## src/rtl/uec_cfg.svh

```systemverilog
// constants for the endpoint-zero control transfer handler
`ifndef UEC_CFG_SVH
`define UEC_CFG_SVH

// register byte offsets inside region 0
`define UEC_OFS_OUT_CFG 8'h00
`define UEC_OFS_OUT_CNT 8'h04
`define UEC_OFS_IN_CFG 8'h08
`define UEC_OFS_IN_CNT 8'h0c
`define UEC_OFS_STATUS 8'h10

// address regions, paddr[9:8]
`define UEC_REG_REGS 2'h0
`define UEC_REG_OUT_BUF 2'h1
`define UEC_REG_IN_BUF 2'h2
`define UEC_REG_SETUP_BUF 2'h3

// endpoint configuration fields
`define UEC_CFG_STALL 0
`define UEC_CFG_TOGGLE 1
`define UEC_CFG_HOLD 2
`define UEC_CFG_ENABLE 3
`define UEC_CFG_IRQ_EN 4

// status fields
`define UEC_ST_SETUP 0
`define UEC_ST_SETUP_IRQ 1
`define UEC_ST_OUT_IRQ 2
`define UEC_ST_IN_IRQ 3

// reset values
`define UEC_CFG_RST 5'h04
`define UEC_CNT_RST 7'h00

// buffer sizes
`define UEC_EP0_BYTES 64
`define UEC_SETUP_BYTES 8

`endif

```

## src/rtl/uec_pkg.sv

```systemverilog
// types shared by the endpoint-zero control transfer handler
package uec_pkg;

   typedef enum logic [1:0] {UEC_PID_OUT, UEC_PID_IN, UEC_PID_SETUP} uec_pid_t;

   typedef enum logic [1:0] {UEC_HS_ACK, UEC_HS_NAK, UEC_HS_STALL} uec_hs_t;

   typedef struct packed {
      logic valid;
      uec_pid_t pid;
      logic [3:0] ep;
   } uec_tok_t;

   typedef struct packed {
      logic byte_valid;
      logic [7:0] data;
      logic done;
      logic err;
      logic data1;
   } uec_rx_t;

   typedef struct packed {
      logic valid;
      logic [7:0] data;
      logic last;
      logic empty;
      logic data1;
   } uec_tx_t;

   typedef struct packed {
      logic irq_en;
      logic enable;
      logic hold;
      logic toggle;
      logic stall;
   } uec_ep_cfg_t;

endpackage

```

## src/rtl/uec_buf_mem.sv

```systemverilog
// simple dual-port byte buffer with registered read data
`timescale 1ns/1ps
module uec_buf_mem #(
   parameter int DW = 8,
   parameter int DEPTH = 64,
   parameter int AW = $clog2(DEPTH)
) (
   // clock and reset
   input wire logic clk_i,
   input wire logic reset_n_i,
   // write port
   input wire logic we_i,
   input wire logic [AW-1:0] waddr_i,
   input wire logic [DW-1:0] wdata_i,
   // read port
   input wire logic [AW-1:0] raddr_i,
   output logic [DW-1:0] rdata_o
);

   logic [DW-1:0] mem [DEPTH];
   logic [DW-1:0] rdata_q;

   always_ff @(posedge clk_i)
   begin
      if (we_i)
      begin
         mem[waddr_i] <= wdata_i;
      end
   end

   always_ff @(posedge clk_i or negedge reset_n_i)
   begin
      if (!reset_n_i)
      begin
         rdata_q <= '0;
      end
      else
      begin
         rdata_q <= mem[raddr_i];
      end
   end

   assign rdata_o = rdata_q;

endmodule

```

## src/rtl/uec_ep0.sv

```systemverilog
// endpoint-zero control transfer handler of the usb buffer manager
//
// Chosen here: register access over APB and the register offsets.
`timescale 1ns/1ps
`include "uec_cfg.svh"

////////////////////////////////////////////////////////////////////////////////
module uec_ep0
   import uec_pkg::*;
#(
   parameter int BUF_BYTES = `UEC_EP0_BYTES,
   parameter int SETUP_BYTES = `UEC_SETUP_BYTES
) (
   // clock and reset
   input wire logic CLK_SYS_I,
   input wire logic RESET_N_I,
   // apb slave
   input wire logic PSEL_I,
   input wire logic PENABLE_I,
   input wire logic PWRITE_I,
   input wire logic [11:0] PADDR_I,
   input wire logic [31:0] PWDATA_I,
   input wire logic [3:0] PSTRB_I,
   output logic PREADY_O,
   output logic [31:0] PRDATA_O,
   output logic PSLVERR_O,
   // serial interface engine side
   input wire uec_tok_t SIE_TOK_I,
   input wire uec_rx_t SIE_RX_I,
   input wire logic SIE_HS_ACK_I,
   input wire logic SIE_HS_TIMEOUT_I,
   output uec_tx_t SIE_TX_O,
   input wire logic SIE_TX_READY_I,
   output logic HS_VALID_O,
   output uec_hs_t HS_CODE_O,
   // interrupt requests to the microcontroller
   output logic SETUP_IRQ_O,
   output logic OUT_IRQ_O,
   output logic IN_IRQ_O
);

   localparam int AW = $clog2(BUF_BYTES);
   localparam int SAW = $clog2(SETUP_BYTES);
   localparam int CW = AW + 1;

   typedef enum logic [2:0] {S_IDLE, S_RX_SETUP, S_RX_OUT, S_TX_FETCH, S_TX_SEND,
                             S_WAIT_HS} uec_state_t;

   uec_state_t state_q;
   uec_ep_cfg_t out_cfg_q, in_cfg_q;
   logic [CW-1:0] out_cnt_q, in_cnt_q, idx_q;
   logic setup_flag_q, setup_irq_q, out_irq_q, in_irq_q;
   logic accept_q, stall_q, setup_bad_q;
   logic hs_valid_q;
   uec_hs_t hs_code_q;
   logic [31:0] prdata_q;
   logic [1:0] rd_region_q;
   logic err_q;

   ////////////////////////////////////////////////////////////////////////////////
   // bus decode

   logic apb_setup, apb_wr, wr_out_cfg, wr_in_cfg, wr_in_cnt, wr_status, wr_in_buf;
   logic [1:0] region;
   logic [7:0] offset;
   logic unmapped;

   assign region = PADDR_I[9:8];
   assign offset = PADDR_I[7:0];
   assign apb_setup = PSEL_I && !PENABLE_I;
   assign apb_wr = PSEL_I && PENABLE_I && PWRITE_I && PSTRB_I[0] && !err_q;
   assign wr_out_cfg = apb_wr && region == `UEC_REG_REGS && offset == `UEC_OFS_OUT_CFG;
   assign wr_in_cfg = apb_wr && region == `UEC_REG_REGS && offset == `UEC_OFS_IN_CFG;
   assign wr_in_cnt = apb_wr && region == `UEC_REG_REGS && offset == `UEC_OFS_IN_CNT;
   assign wr_status = apb_wr && region == `UEC_REG_REGS && offset == `UEC_OFS_STATUS;
   assign wr_in_buf = apb_wr && region == `UEC_REG_IN_BUF;

   always_comb
   begin
      unmapped = 1'b0;
      unique case (region)
         `UEC_REG_REGS: unmapped = offset > `UEC_OFS_STATUS || offset[1:0] != 2'h0;
         `UEC_REG_SETUP_BUF: unmapped = (PADDR_I[7:2] >> SAW) != '0;
         default: unmapped = (PADDR_I[7:2] >> AW) != '0;
      endcase
      if (PADDR_I[11:10] != 2'h0)
      begin
         unmapped = 1'b1;
      end
   end

   ////////////////////////////////////////////////////////////////////////////////
   // buffers

   logic [7:0] out_rdata, in_rdata, setup_rdata;
   logic out_we, setup_we;

   assign out_we = state_q == S_RX_OUT && accept_q && SIE_RX_I.byte_valid
                   && idx_q < CW'(BUF_BYTES);
   assign setup_we = state_q == S_RX_SETUP && SIE_RX_I.byte_valid
                     && idx_q < CW'(SETUP_BYTES);

   uec_buf_mem #(.DW(8), .DEPTH(BUF_BYTES)) u_out_buf (
      .clk_i(CLK_SYS_I),
      .reset_n_i(RESET_N_I),
      .we_i(out_we),
      .waddr_i(idx_q[AW-1:0]),
      .wdata_i(SIE_RX_I.data),
      .raddr_i(PADDR_I[AW+1:2]),
      .rdata_o(out_rdata)
   );

   uec_buf_mem #(.DW(8), .DEPTH(BUF_BYTES)) u_in_buf (
      .clk_i(CLK_SYS_I),
      .reset_n_i(RESET_N_I),
      .we_i(wr_in_buf),
      .waddr_i(PADDR_I[AW+1:2]),
      .wdata_i(PWDATA_I[7:0]),
      .raddr_i(idx_q[AW-1:0]),
      .rdata_o(in_rdata)
   );

   uec_buf_mem #(.DW(8), .DEPTH(SETUP_BYTES)) u_setup_buf (
      .clk_i(CLK_SYS_I),
      .reset_n_i(RESET_N_I),
      .we_i(setup_we),
      .waddr_i(idx_q[SAW-1:0]),
      .wdata_i(SIE_RX_I.data),
      .raddr_i(PADDR_I[SAW+1:2]),
      .rdata_o(setup_rdata)
   );

   ////////////////////////////////////////////////////////////////////////////////
   // transaction sequencer

   logic tok_ep0, rx_good, rx_bad;
   logic out_done, in_acked;

   assign tok_ep0 = SIE_TOK_I.valid && SIE_TOK_I.ep == 4'h0;
   assign rx_good = SIE_RX_I.done && !SIE_RX_I.err;
   assign rx_bad = SIE_RX_I.done && SIE_RX_I.err;
   // out count, toggle and hold updated only when the data pid matches the expected toggle
   assign out_done = state_q == S_RX_OUT && rx_good && accept_q
                     && SIE_RX_I.data1 == out_cfg_q.toggle;
   assign in_acked = state_q == S_WAIT_HS && SIE_HS_ACK_I;

   always_ff @(posedge CLK_SYS_I or negedge RESET_N_I)
   begin
      if (!RESET_N_I)
      begin
         state_q <= S_IDLE;
         idx_q <= '0;
         accept_q <= 1'b0;
         stall_q <= 1'b0;
         setup_bad_q <= 1'b0;
      end
      else
      begin
         unique case (state_q)
            S_IDLE:
            begin
               idx_q <= '0;
               if (tok_ep0)
               begin
                  // setup flag overrides hold and stall
                  setup_bad_q <= setup_flag_q;
                  unique case (SIE_TOK_I.pid)
                     UEC_PID_SETUP: state_q <= S_RX_SETUP;
                     UEC_PID_OUT:
                     begin
                        stall_q <= out_cfg_q.stall;
                        accept_q <= !setup_flag_q && !out_cfg_q.stall && !out_cfg_q.hold
                                    && out_cfg_q.enable;
                        state_q <= S_RX_OUT;
                     end
                     UEC_PID_IN:
                     begin
                        if (!setup_flag_q && !in_cfg_q.stall && !in_cfg_q.hold
                            && in_cfg_q.enable)
                        begin
                           state_q <= S_TX_FETCH;
                        end
                     end
                     default: state_q <= S_IDLE;
                  endcase
               end
            end
            S_RX_SETUP, S_RX_OUT:
            begin
               if (SIE_RX_I.byte_valid && idx_q < CW'(BUF_BYTES))
               begin
                  idx_q <= idx_q + CW'(1);
               end
               if (SIE_RX_I.done)
               begin
                  state_q <= S_IDLE;
               end
            end
            S_TX_FETCH: state_q <= S_TX_SEND;
            S_TX_SEND:
            begin
               if (SIE_TX_READY_I)
               begin
                  idx_q <= idx_q + CW'(1);
                  state_q <= (in_cnt_q == '0 || idx_q + CW'(1) >= in_cnt_q) ? S_WAIT_HS
                                                                            : S_TX_FETCH;
               end
            end
            S_WAIT_HS:
            begin
               // a missing handshake leaves toggle, hold and buffer for a retry
               if (SIE_HS_ACK_I || SIE_HS_TIMEOUT_I)
               begin
                  state_q <= S_IDLE;
               end
            end
            default: state_q <= S_IDLE;
         endcase
      end
   end

   // in data: zero count gives one empty beat
   always_comb
   begin
      SIE_TX_O.valid = state_q == S_TX_SEND;
      SIE_TX_O.data = in_cnt_q == '0 ? 8'h00 : in_rdata;
      SIE_TX_O.empty = in_cnt_q == '0;
      SIE_TX_O.last = in_cnt_q == '0 || idx_q + CW'(1) >= in_cnt_q;
      SIE_TX_O.data1 = in_cfg_q.toggle;
   end

   ////////////////////////////////////////////////////////////////////////////////
   // handshake to host

   always_ff @(posedge CLK_SYS_I or negedge RESET_N_I)
   begin
      if (!RESET_N_I)
      begin
         hs_valid_q <= 1'b0;
         hs_code_q <= UEC_HS_ACK;
      end
      else
      begin
         hs_valid_q <= 1'b0;
         if (state_q == S_IDLE && tok_ep0 && SIE_TOK_I.pid == UEC_PID_IN
             && (setup_flag_q || in_cfg_q.stall || in_cfg_q.hold || !in_cfg_q.enable))
         begin
            hs_valid_q <= 1'b1;
            hs_code_q <= setup_flag_q ? UEC_HS_NAK
                       : in_cfg_q.stall ? UEC_HS_STALL : UEC_HS_NAK;
         end
         else if (state_q == S_RX_SETUP && rx_good)
         begin
            hs_valid_q <= 1'b1;
            hs_code_q <= UEC_HS_ACK;
         end
         else if (state_q == S_RX_OUT && rx_good)
         begin
            hs_valid_q <= 1'b1;
            hs_code_q <= setup_bad_q ? UEC_HS_NAK
                       : stall_q ? UEC_HS_STALL
                       : accept_q ? UEC_HS_ACK : UEC_HS_NAK;
         end
      end
   end

   assign HS_VALID_O = hs_valid_q;
   assign HS_CODE_O = hs_code_q;

   ////////////////////////////////////////////////////////////////////////////////
   // endpoint configuration and counts

   always_ff @(posedge CLK_SYS_I or negedge RESET_N_I)
   begin
      if (!RESET_N_I)
      begin
         out_cfg_q <= `UEC_CFG_RST;
         in_cfg_q <= `UEC_CFG_RST;
         out_cnt_q <= `UEC_CNT_RST;
         in_cnt_q <= `UEC_CNT_RST;
      end
      else
      begin
         if (wr_out_cfg)
         begin
            out_cfg_q <= PWDATA_I[4:0];
         end
         if (wr_in_cfg)
         begin
            in_cfg_q <= PWDATA_I[4:0];
         end
         if (wr_in_cnt)
         begin
            in_cnt_q <= PWDATA_I[CW-1:0] > CW'(BUF_BYTES) ? CW'(BUF_BYTES) : PWDATA_I[CW-1:0];
         end
         // hardware updates win over a firmware write in the same cycle
         if (out_done)
         begin
            out_cnt_q <= idx_q + CW'(SIE_RX_I.byte_valid && idx_q < CW'(BUF_BYTES));
            out_cfg_q.toggle <= !out_cfg_q.toggle;
            out_cfg_q.hold <= 1'b1;
         end
         if (in_acked)
         begin
            in_cfg_q.toggle <= !in_cfg_q.toggle;
            in_cfg_q.hold <= 1'b1;
         end
      end
   end

   ////////////////////////////////////////////////////////////////////////////////
   // setup flag and interrupt requests

   always_ff @(posedge CLK_SYS_I or negedge RESET_N_I)
   begin
      if (!RESET_N_I)
      begin
         setup_flag_q <= 1'b0;
         setup_irq_q <= 1'b0;
         out_irq_q <= 1'b0;
         in_irq_q <= 1'b0;
      end
      else
      begin
         // write one to clear; a new event in the same cycle wins
         if (wr_status && PWDATA_I[`UEC_ST_SETUP_IRQ])
         begin
            setup_irq_q <= 1'b0;
            setup_flag_q <= 1'b0;
         end
         if (wr_status && PWDATA_I[`UEC_ST_OUT_IRQ])
         begin
            out_irq_q <= 1'b0;
         end
         if (wr_status && PWDATA_I[`UEC_ST_IN_IRQ])
         begin
            in_irq_q <= 1'b0;
         end
         if (state_q == S_RX_SETUP && rx_good)
         begin
            setup_flag_q <= 1'b1;
            setup_irq_q <= 1'b1;
         end
         if (out_done && out_cfg_q.irq_en)
         begin
            out_irq_q <= 1'b1;
         end
         if (in_acked && in_cfg_q.irq_en)
         begin
            in_irq_q <= 1'b1;
         end
      end
   end

   assign SETUP_IRQ_O = setup_irq_q;
   assign OUT_IRQ_O = out_irq_q;
   assign IN_IRQ_O = in_irq_q;

   ////////////////////////////////////////////////////////////////////////////////
   // read data, captured in the setup phase

   always_ff @(posedge CLK_SYS_I or negedge RESET_N_I)
   begin
      if (!RESET_N_I)
      begin
         prdata_q <= '0;
         rd_region_q <= `UEC_REG_REGS;
         err_q <= 1'b0;
      end
      else if (apb_setup)
      begin
         rd_region_q <= region;
         err_q <= unmapped;
         prdata_q <= '0;
         unique case (offset)
            `UEC_OFS_OUT_CFG: prdata_q <= {27'h0, out_cfg_q};
            `UEC_OFS_OUT_CNT: prdata_q <= 32'(out_cnt_q);
            `UEC_OFS_IN_CFG: prdata_q <= {27'h0, in_cfg_q};
            `UEC_OFS_IN_CNT: prdata_q <= 32'(in_cnt_q);
            `UEC_OFS_STATUS: prdata_q <= {28'h0, in_irq_q, out_irq_q, setup_irq_q, setup_flag_q};
            default: prdata_q <= '0;
         endcase
      end
   end

   always_comb
   begin
      unique case (rd_region_q)
         `UEC_REG_OUT_BUF: PRDATA_O = {24'h0, out_rdata};
         `UEC_REG_IN_BUF: PRDATA_O = 32'h0;
         `UEC_REG_SETUP_BUF: PRDATA_O = {24'h0, setup_rdata};
         default: PRDATA_O = prdata_q;
      endcase
      if (err_q)
      begin
         PRDATA_O = 32'h0;
      end
   end

   assign PREADY_O = 1'b1;
   assign PSLVERR_O = PSEL_I && PENABLE_I && err_q;

endmodule

```

## config.mk

```make
export PLATFORM = sky130hd
export DESIGN_NAME = uec_ep0
export DESIGN_NICKNAME = d
export VERILOG_FILES = /design/src/rtl/uec_pkg.sv /design/src/rtl/uec_buf_mem.sv /design/src/rtl/uec_ep0.sv
export VERILOG_INCLUDE_DIRS = /design/src /design/src/rtl
export SDC_FILE = /design/constraint.sdc
export NUM_CORES = 1
export LEC_CHECK = 0
export ABC_AREA = 1
export BUFFER_PORTS_ARGS = -buffer_cell sky130_fd_sc_hd__buf_2
export CAP_MARGIN = 20
export CORE_ASPECT_RATIO = 1.2
export CORE_UTILIZATION = 40
export CTS_CLUSTER_DIAMETER = 100
export DETAILED_ROUTE_END_ITERATION = 7
export SLEW_MARGIN = 5
export SYNTH_ARGS = -nofsm -noshare
export SYNTH_HDL_FRONTEND = slang
export SYNTH_SLANG_ARGS = --single-unit
```

## constraint.sdc

```tcl
create_clock -name CLK_SYS_I -period 6 [get_ports CLK_SYS_I]
set_input_delay 0 -clock CLK_SYS_I [delete_from_list [all_inputs] [get_ports CLK_SYS_I]]
set_output_delay 0 -clock CLK_SYS_I [all_outputs]
set_load 0.1 [all_outputs]
```

; ---- Yosys cells after proc, flatten, opt, wreduce, memory -nomap -nowiden
; Memories as Yosys holds them, arrays and structs flattened. A register that Yosys moved wholly into a read port is not among the register bits.
; Cells that the tools add are included.
[totals]
out_inout_bits = 52
ff_bits = 78
ramBits = 1088
wordCells = 183
n_memories = 3
inputBits = 75
[mem_list]
columns = memory, words, width, read_ports, rd_ports_with_merged_regs, write_ports, line
row1 = u_in_buf.mem, 64, 8, 1, 1, 1, uec_buf_mem.sv:20  ; logic [DW-1:0] mem [DEPTH];
row2 = u_out_buf.mem, 64, 8, 1, 1, 1, uec_buf_mem.sv:20
row3 = u_setup_buf.mem, 8, 8, 1, 1, 1, uec_buf_mem.sv:20
[op_classes]
reduce_logical = 80
mux = 45
add_sub_neg = 2
order_cmp = 5
n_eq_ne = 23
[op_table]
columns = op, n
row1 = $pmux 32 s3, 1
row2 = $logic_and 1x1->1, 39
row3 = $pmux 7 s5, 1
row4 = $mux 32, 1
row5 = $mux 3, 8
row6 = $mux 7, 3
row7 = $pmux 7 s3, 1
row8 = $mux 2, 9
row9 = $mux 1, 17
row10 = $eq 8x4->1 const B, 2
row11 = $pmux 3 s5, 1
row12 = $logic_not 1->1, 14
row13 = $reduce_bool 2->1, 7
row14 = $eq 2x2->1 const B, 5
row15 = $pmux 3 s3, 1
row16 = $eq 8x3->1 const B, 1
row17 = $eq 8x5->1 const B, 1
row18 = $gt 8x5->1 const B, 1
row19 = $logic_not 8->1, 1
row20 = $mux 8, 1
row21 = $add 7x1->7, 1
row22 = $add 7x1->7 const B, 1
row23 = $ge 7x7->1, 1
row24 = $gt 7x7->1 const B, 1
row25 = other kinds (22), 36

; ---- Depth between registers and ports, before layout
[logic_depth]
depth_word = 9
ltp_mapped = 17
ltp_nobuf = 16

; ---- Cells and area by module
; A second synthesis with hierarchy kept.
[unflattened]
hier_cells = 4439
hier_area_um2 = 49556.3
[by_module_without_submodules]
columns = module, instances, cells_each, area_per_inst_um2, seq_area_each_um2
row1 = uec_buf_mem at u_in_buf ..., 2, 1805, 21379.3, 15574.9
row2 = uec_ep0, 1, 526, 3707.3, 1328.8
row3 = uec_buf_mem at u_setup_buf, 1, 303, 3090.5, 2122.0

; ---- Worst setup path after synthesis
; No wires, ideal clock.
[synth_path]
kind = register to register
start = reg idx_q[0]
end = reg state_q[2]
path_stages_with_launch = 17
n_path_buf = 2
required_time_ns = 5.879
arrival_ns = 2.966
period_less_slack_ns = 3.087
setup_time_ns = 0.121
path_slack_ns = 2.913
path_cell_list = dfrtp_1 -> buf_2 -> buf_2 -> nand2_1 -> inv_1 -> a21oi_1 -> o21bai_1 -> inv_1 -> ha_1 -> nand2_1 -> nor2_1 -> a21oi_1 -> nand3_1 -> nand2_1 -> nand2_1 -> nand2_1 -> nand2_1
[synth_rtl]
columns = element, line
row1 = start: declaration, uec_ep0.sv:51  ; logic [CW-1:0] out_cnt_q, in_cnt_q, idx_q;
row2 = start signal: assignment, uec_ep0.sv:192  ; idx_q <= idx_q + CW'(1);
row3 = start signal: assignment, uec_ep0.sv:204  ; idx_q <= idx_q + CW'(1);
row4 = end signal: assignment, uec_ep0.sv:205  ; state_q <= (in_cnt_q == '0 || idx_q + CW'(1) >= in_cnt_q) ? S_WAIT_HS
row5 = end: declaration, uec_ep0.sv:49  ; uec_state_t state_q;

==> flow_summary.toml <==
[status]
status = "complete, no violations"

[global_routing]
antenna_found_initial = 1
grt_pass1_vias = 31400
grt_use_total = 0.202
grt_pass1_wl_um = 191000
grt_overflow_total = 0
grt_max_degree = 157

[timing]
final.setup.tns_ps = 0
slew-limit-headroom = 0.276
maxClockFrequency_ghz = 0.237
min_period_ps = 4230
timing.final.max_slew_violations = 0
grt_setup_unrepaired = "no"
skew_ps = 34.5
timing.final.ws_setup_ps = 1770
tightestPinTransition_ps = 1080
setup_violations = 0
period_share = 0.705
finalHoldViolCount = 0

[power]
p_total_mw = 20.1
p_leak_nw = 21.7
ir_worst_vdd_mv = 0.305
power_density_nw_per_um2 = 365

[floorplan]
num_rows = 140
die-area_um2 = 125000
fp.coreArea_um2 = 122000
start_util = 0.405
io_pins = 127
die_w_um = 322
die_y_um = 386

[detailed_routing]
first_iter_violations = 2873
first_pass_iters = 7
wl_per_cell_um = 19.5
drc_errors = 0
vias = 32500
vias_per_cell = 5.02
routed_wl_um = 126000
ant_nets = 0

[synth]
synth_top_family_by_area = "simple AND/OR/NAND/NOR gates"
synth.ff_latch_count = 1165
avgSynthCellArea_um2 = 10.6
synth.top_cell.area_share = 0.663
synth_xor_area_frac = 0.00124
yosys.area_share.simple = 0.214
ys_seq_area_frac = 0.702
synth_commonest_cells = "2257 x nand2_1, 1088 x edfxtp_1, 228 x nor2_1"
syn_inst = 4656
synth_compound_area_frac = 0.0401
async_reset_ff_frac = 0.0661
synth.most_common_cell = "nand2_1"
synth-main-ff-cell = "edfxtp_1"
synth_area_leader_cell = "edfxtp_1"
synthTopCellsByArea = "edfxtp_1 66%, nand2_1 17%, dfrtp_1 3.8%"
yosys_warnings = 0
ys_types = 43
syn_area_um2 = 49300
synth-edff-count = 1088
synthMuxAreaShare = 0
synth_fa_ha_area_frac = 0.00406

[setup_path]
arrival_ps = 4230
start_kind = "register"
end_kind = "output pin"
path_cells = "buf_4, ha_1, nand2_1, nor2_1, xor2_1, inv_1, ha_1, nand2_1, nor2_1, o21ai_0, nand3_1, buf_2"
slowest_delay_ps = 810
crit_required_ps = 6000
crit_path_max_fanout = 52
cp_slowest_cell = "dfrtp_4"
crit_type = "reg -> out"

[finish]
fin_cells = 6474
layout.nets = 4825
drive_above_1_share = 0.0717
final_util = 0.454
area_delta_synth_final_pct = 12.2

[placed_design]
hpwl_um = 71400
io_buffers = 74
dpl.cell_count = 6202
preCtsSetupSlack_ps = 2080
gp_congestion = 0.831

[clocking]
clkSinkCount = 1165
cts-root-buf = "clkbuf_16"
tritoncts = "yes"
cts_buffers = 119
post_cts_buffers = 0
clock_latency_ps = 720
cts.path.max_buffers = 3
cts.repair.resized = 0
cts.htree.levels = 3
path_clk_slew_ps = 60

[flow_run]
cap_violations = 0

[min_path]
hold_path.class = "in -> reg"
==> where the power goes <==
part	internal, mW	total (mW)	leakage (nW)	switching (mW)
registers	9.01	9.14	10.7	0.138
clock network	4.16	7.26	1.87	3.10
logic	0.889	3.74	9.15	2.85
==> area by class of cell <==
cell class,instances,area (um2)
antenna,1,2.50
clock buffer,152,3210
inverter,163,626
clock inverter,75,632
multi-input combinational,3112,12900
fill,11200,66500
tap,1633,2040
sequential,1165,34600
timing repair buffer,173,1270
==> registers in the layout (all words and copies together) (netlist names), 2 cells and up <==
name                 flops
in_cnt_q                 7
u_in_buf.rdata_o         8
idx_q                    7
rd_region_q              2
in_cfg_q                 4
HS_CODE_O                2
state_q                  3
u_setup_buf.rdata_o      8
out_cfg_q                5
prdata_q                 7
u_out_buf.rdata_o        8
u_in_buf.mem           512
u_setup_buf.mem         64
out_cnt_q                7
u_out_buf.mem          512
==> layer usage <==
layer	vias up	share of wire	track usage	wire length [um]
met2	917	0.50	0.351	63600
met4	0	0.028	0.0604	3540
met1	15800	0.42	0.260	52600
met3	199	0.050	0.0263	6350
met5	-	0	0	0
li1	15600	-	-	-
==> layout by cell type, fill, tap and decap left out, drive strengths merged, types with 3 or more instances in the layout <==
cell / count
a21oi: 207
a22oi: 17
a31oi: 6
a41oi: 3
buf: 132
bufinv: 9
clkbuf: 152
clkinv: 63
clkinvlp: 5
conb: 25
dfrtp: 75
dlygate4sd3: 41
edfxtp: 1088
ha: 16
inv: 161
nand2: 2259
nand3: 141
nand4: 28
nor2: 243
nor3: 11
nor4: 4
o211ai: 6
o21ai: 124
o22ai: 7
xor2: 7
==> worst max-delay path: cells and delay by family (launching register included) <==
kind	cells	cell delay (ps)
and+or+nand+nor	5	570
xor gates and xnor gates	1	220
adders and majority gates	2	570
AOI/OAI and AO/OA	1	120
buffers and inverters	3	1180
DFF	1	810
==> per-stage QoR <==
step	hold slack, ps	instance area [um2]
after floorplan	-296	49300
after global placement	-70.8	50900
after detailed placement	-69.3	50900
after CTS	0.348	55200
after global routing	7.48	55300
final	9.24	55300
==> cell families after synthesis <==
group	after synthesis
AO/OA/AOI/OAI	375
flip-flops	1165
AND/OR/NAND/NOR	2689
adder cells (fa/ha/maj)	16
other	2
buffers and inverters	402
XOR/XNOR	7
==> worst paths after layout <==
kind	start	endpoint	slack, ps	cells after the start
setup / recovery	idx_q[1]	SIE_TX_O[2]	1770	12
hold / removal	PWDATA_I[4]	u_in_buf.mem[3][4]	9	2
setup reg to reg	idx_q[1]	state_q[2]	2050	16
hold reg to reg	prdata_q[4]	prdata_q[4]	480	2
max in group asynchronous	RESET_N_I	idx_q[1]	4850	4
min in group asynchronous	RESET_N_I	u_out_buf.rdata_o[3]	330	4
==> what timing repair did <==
item,in CTS,in global routing
endpoints found under the hold margin,213,32
hold buffers,41,1
endpoints found under the setup margin,0,0
Power figures use the tool's default switching activity.
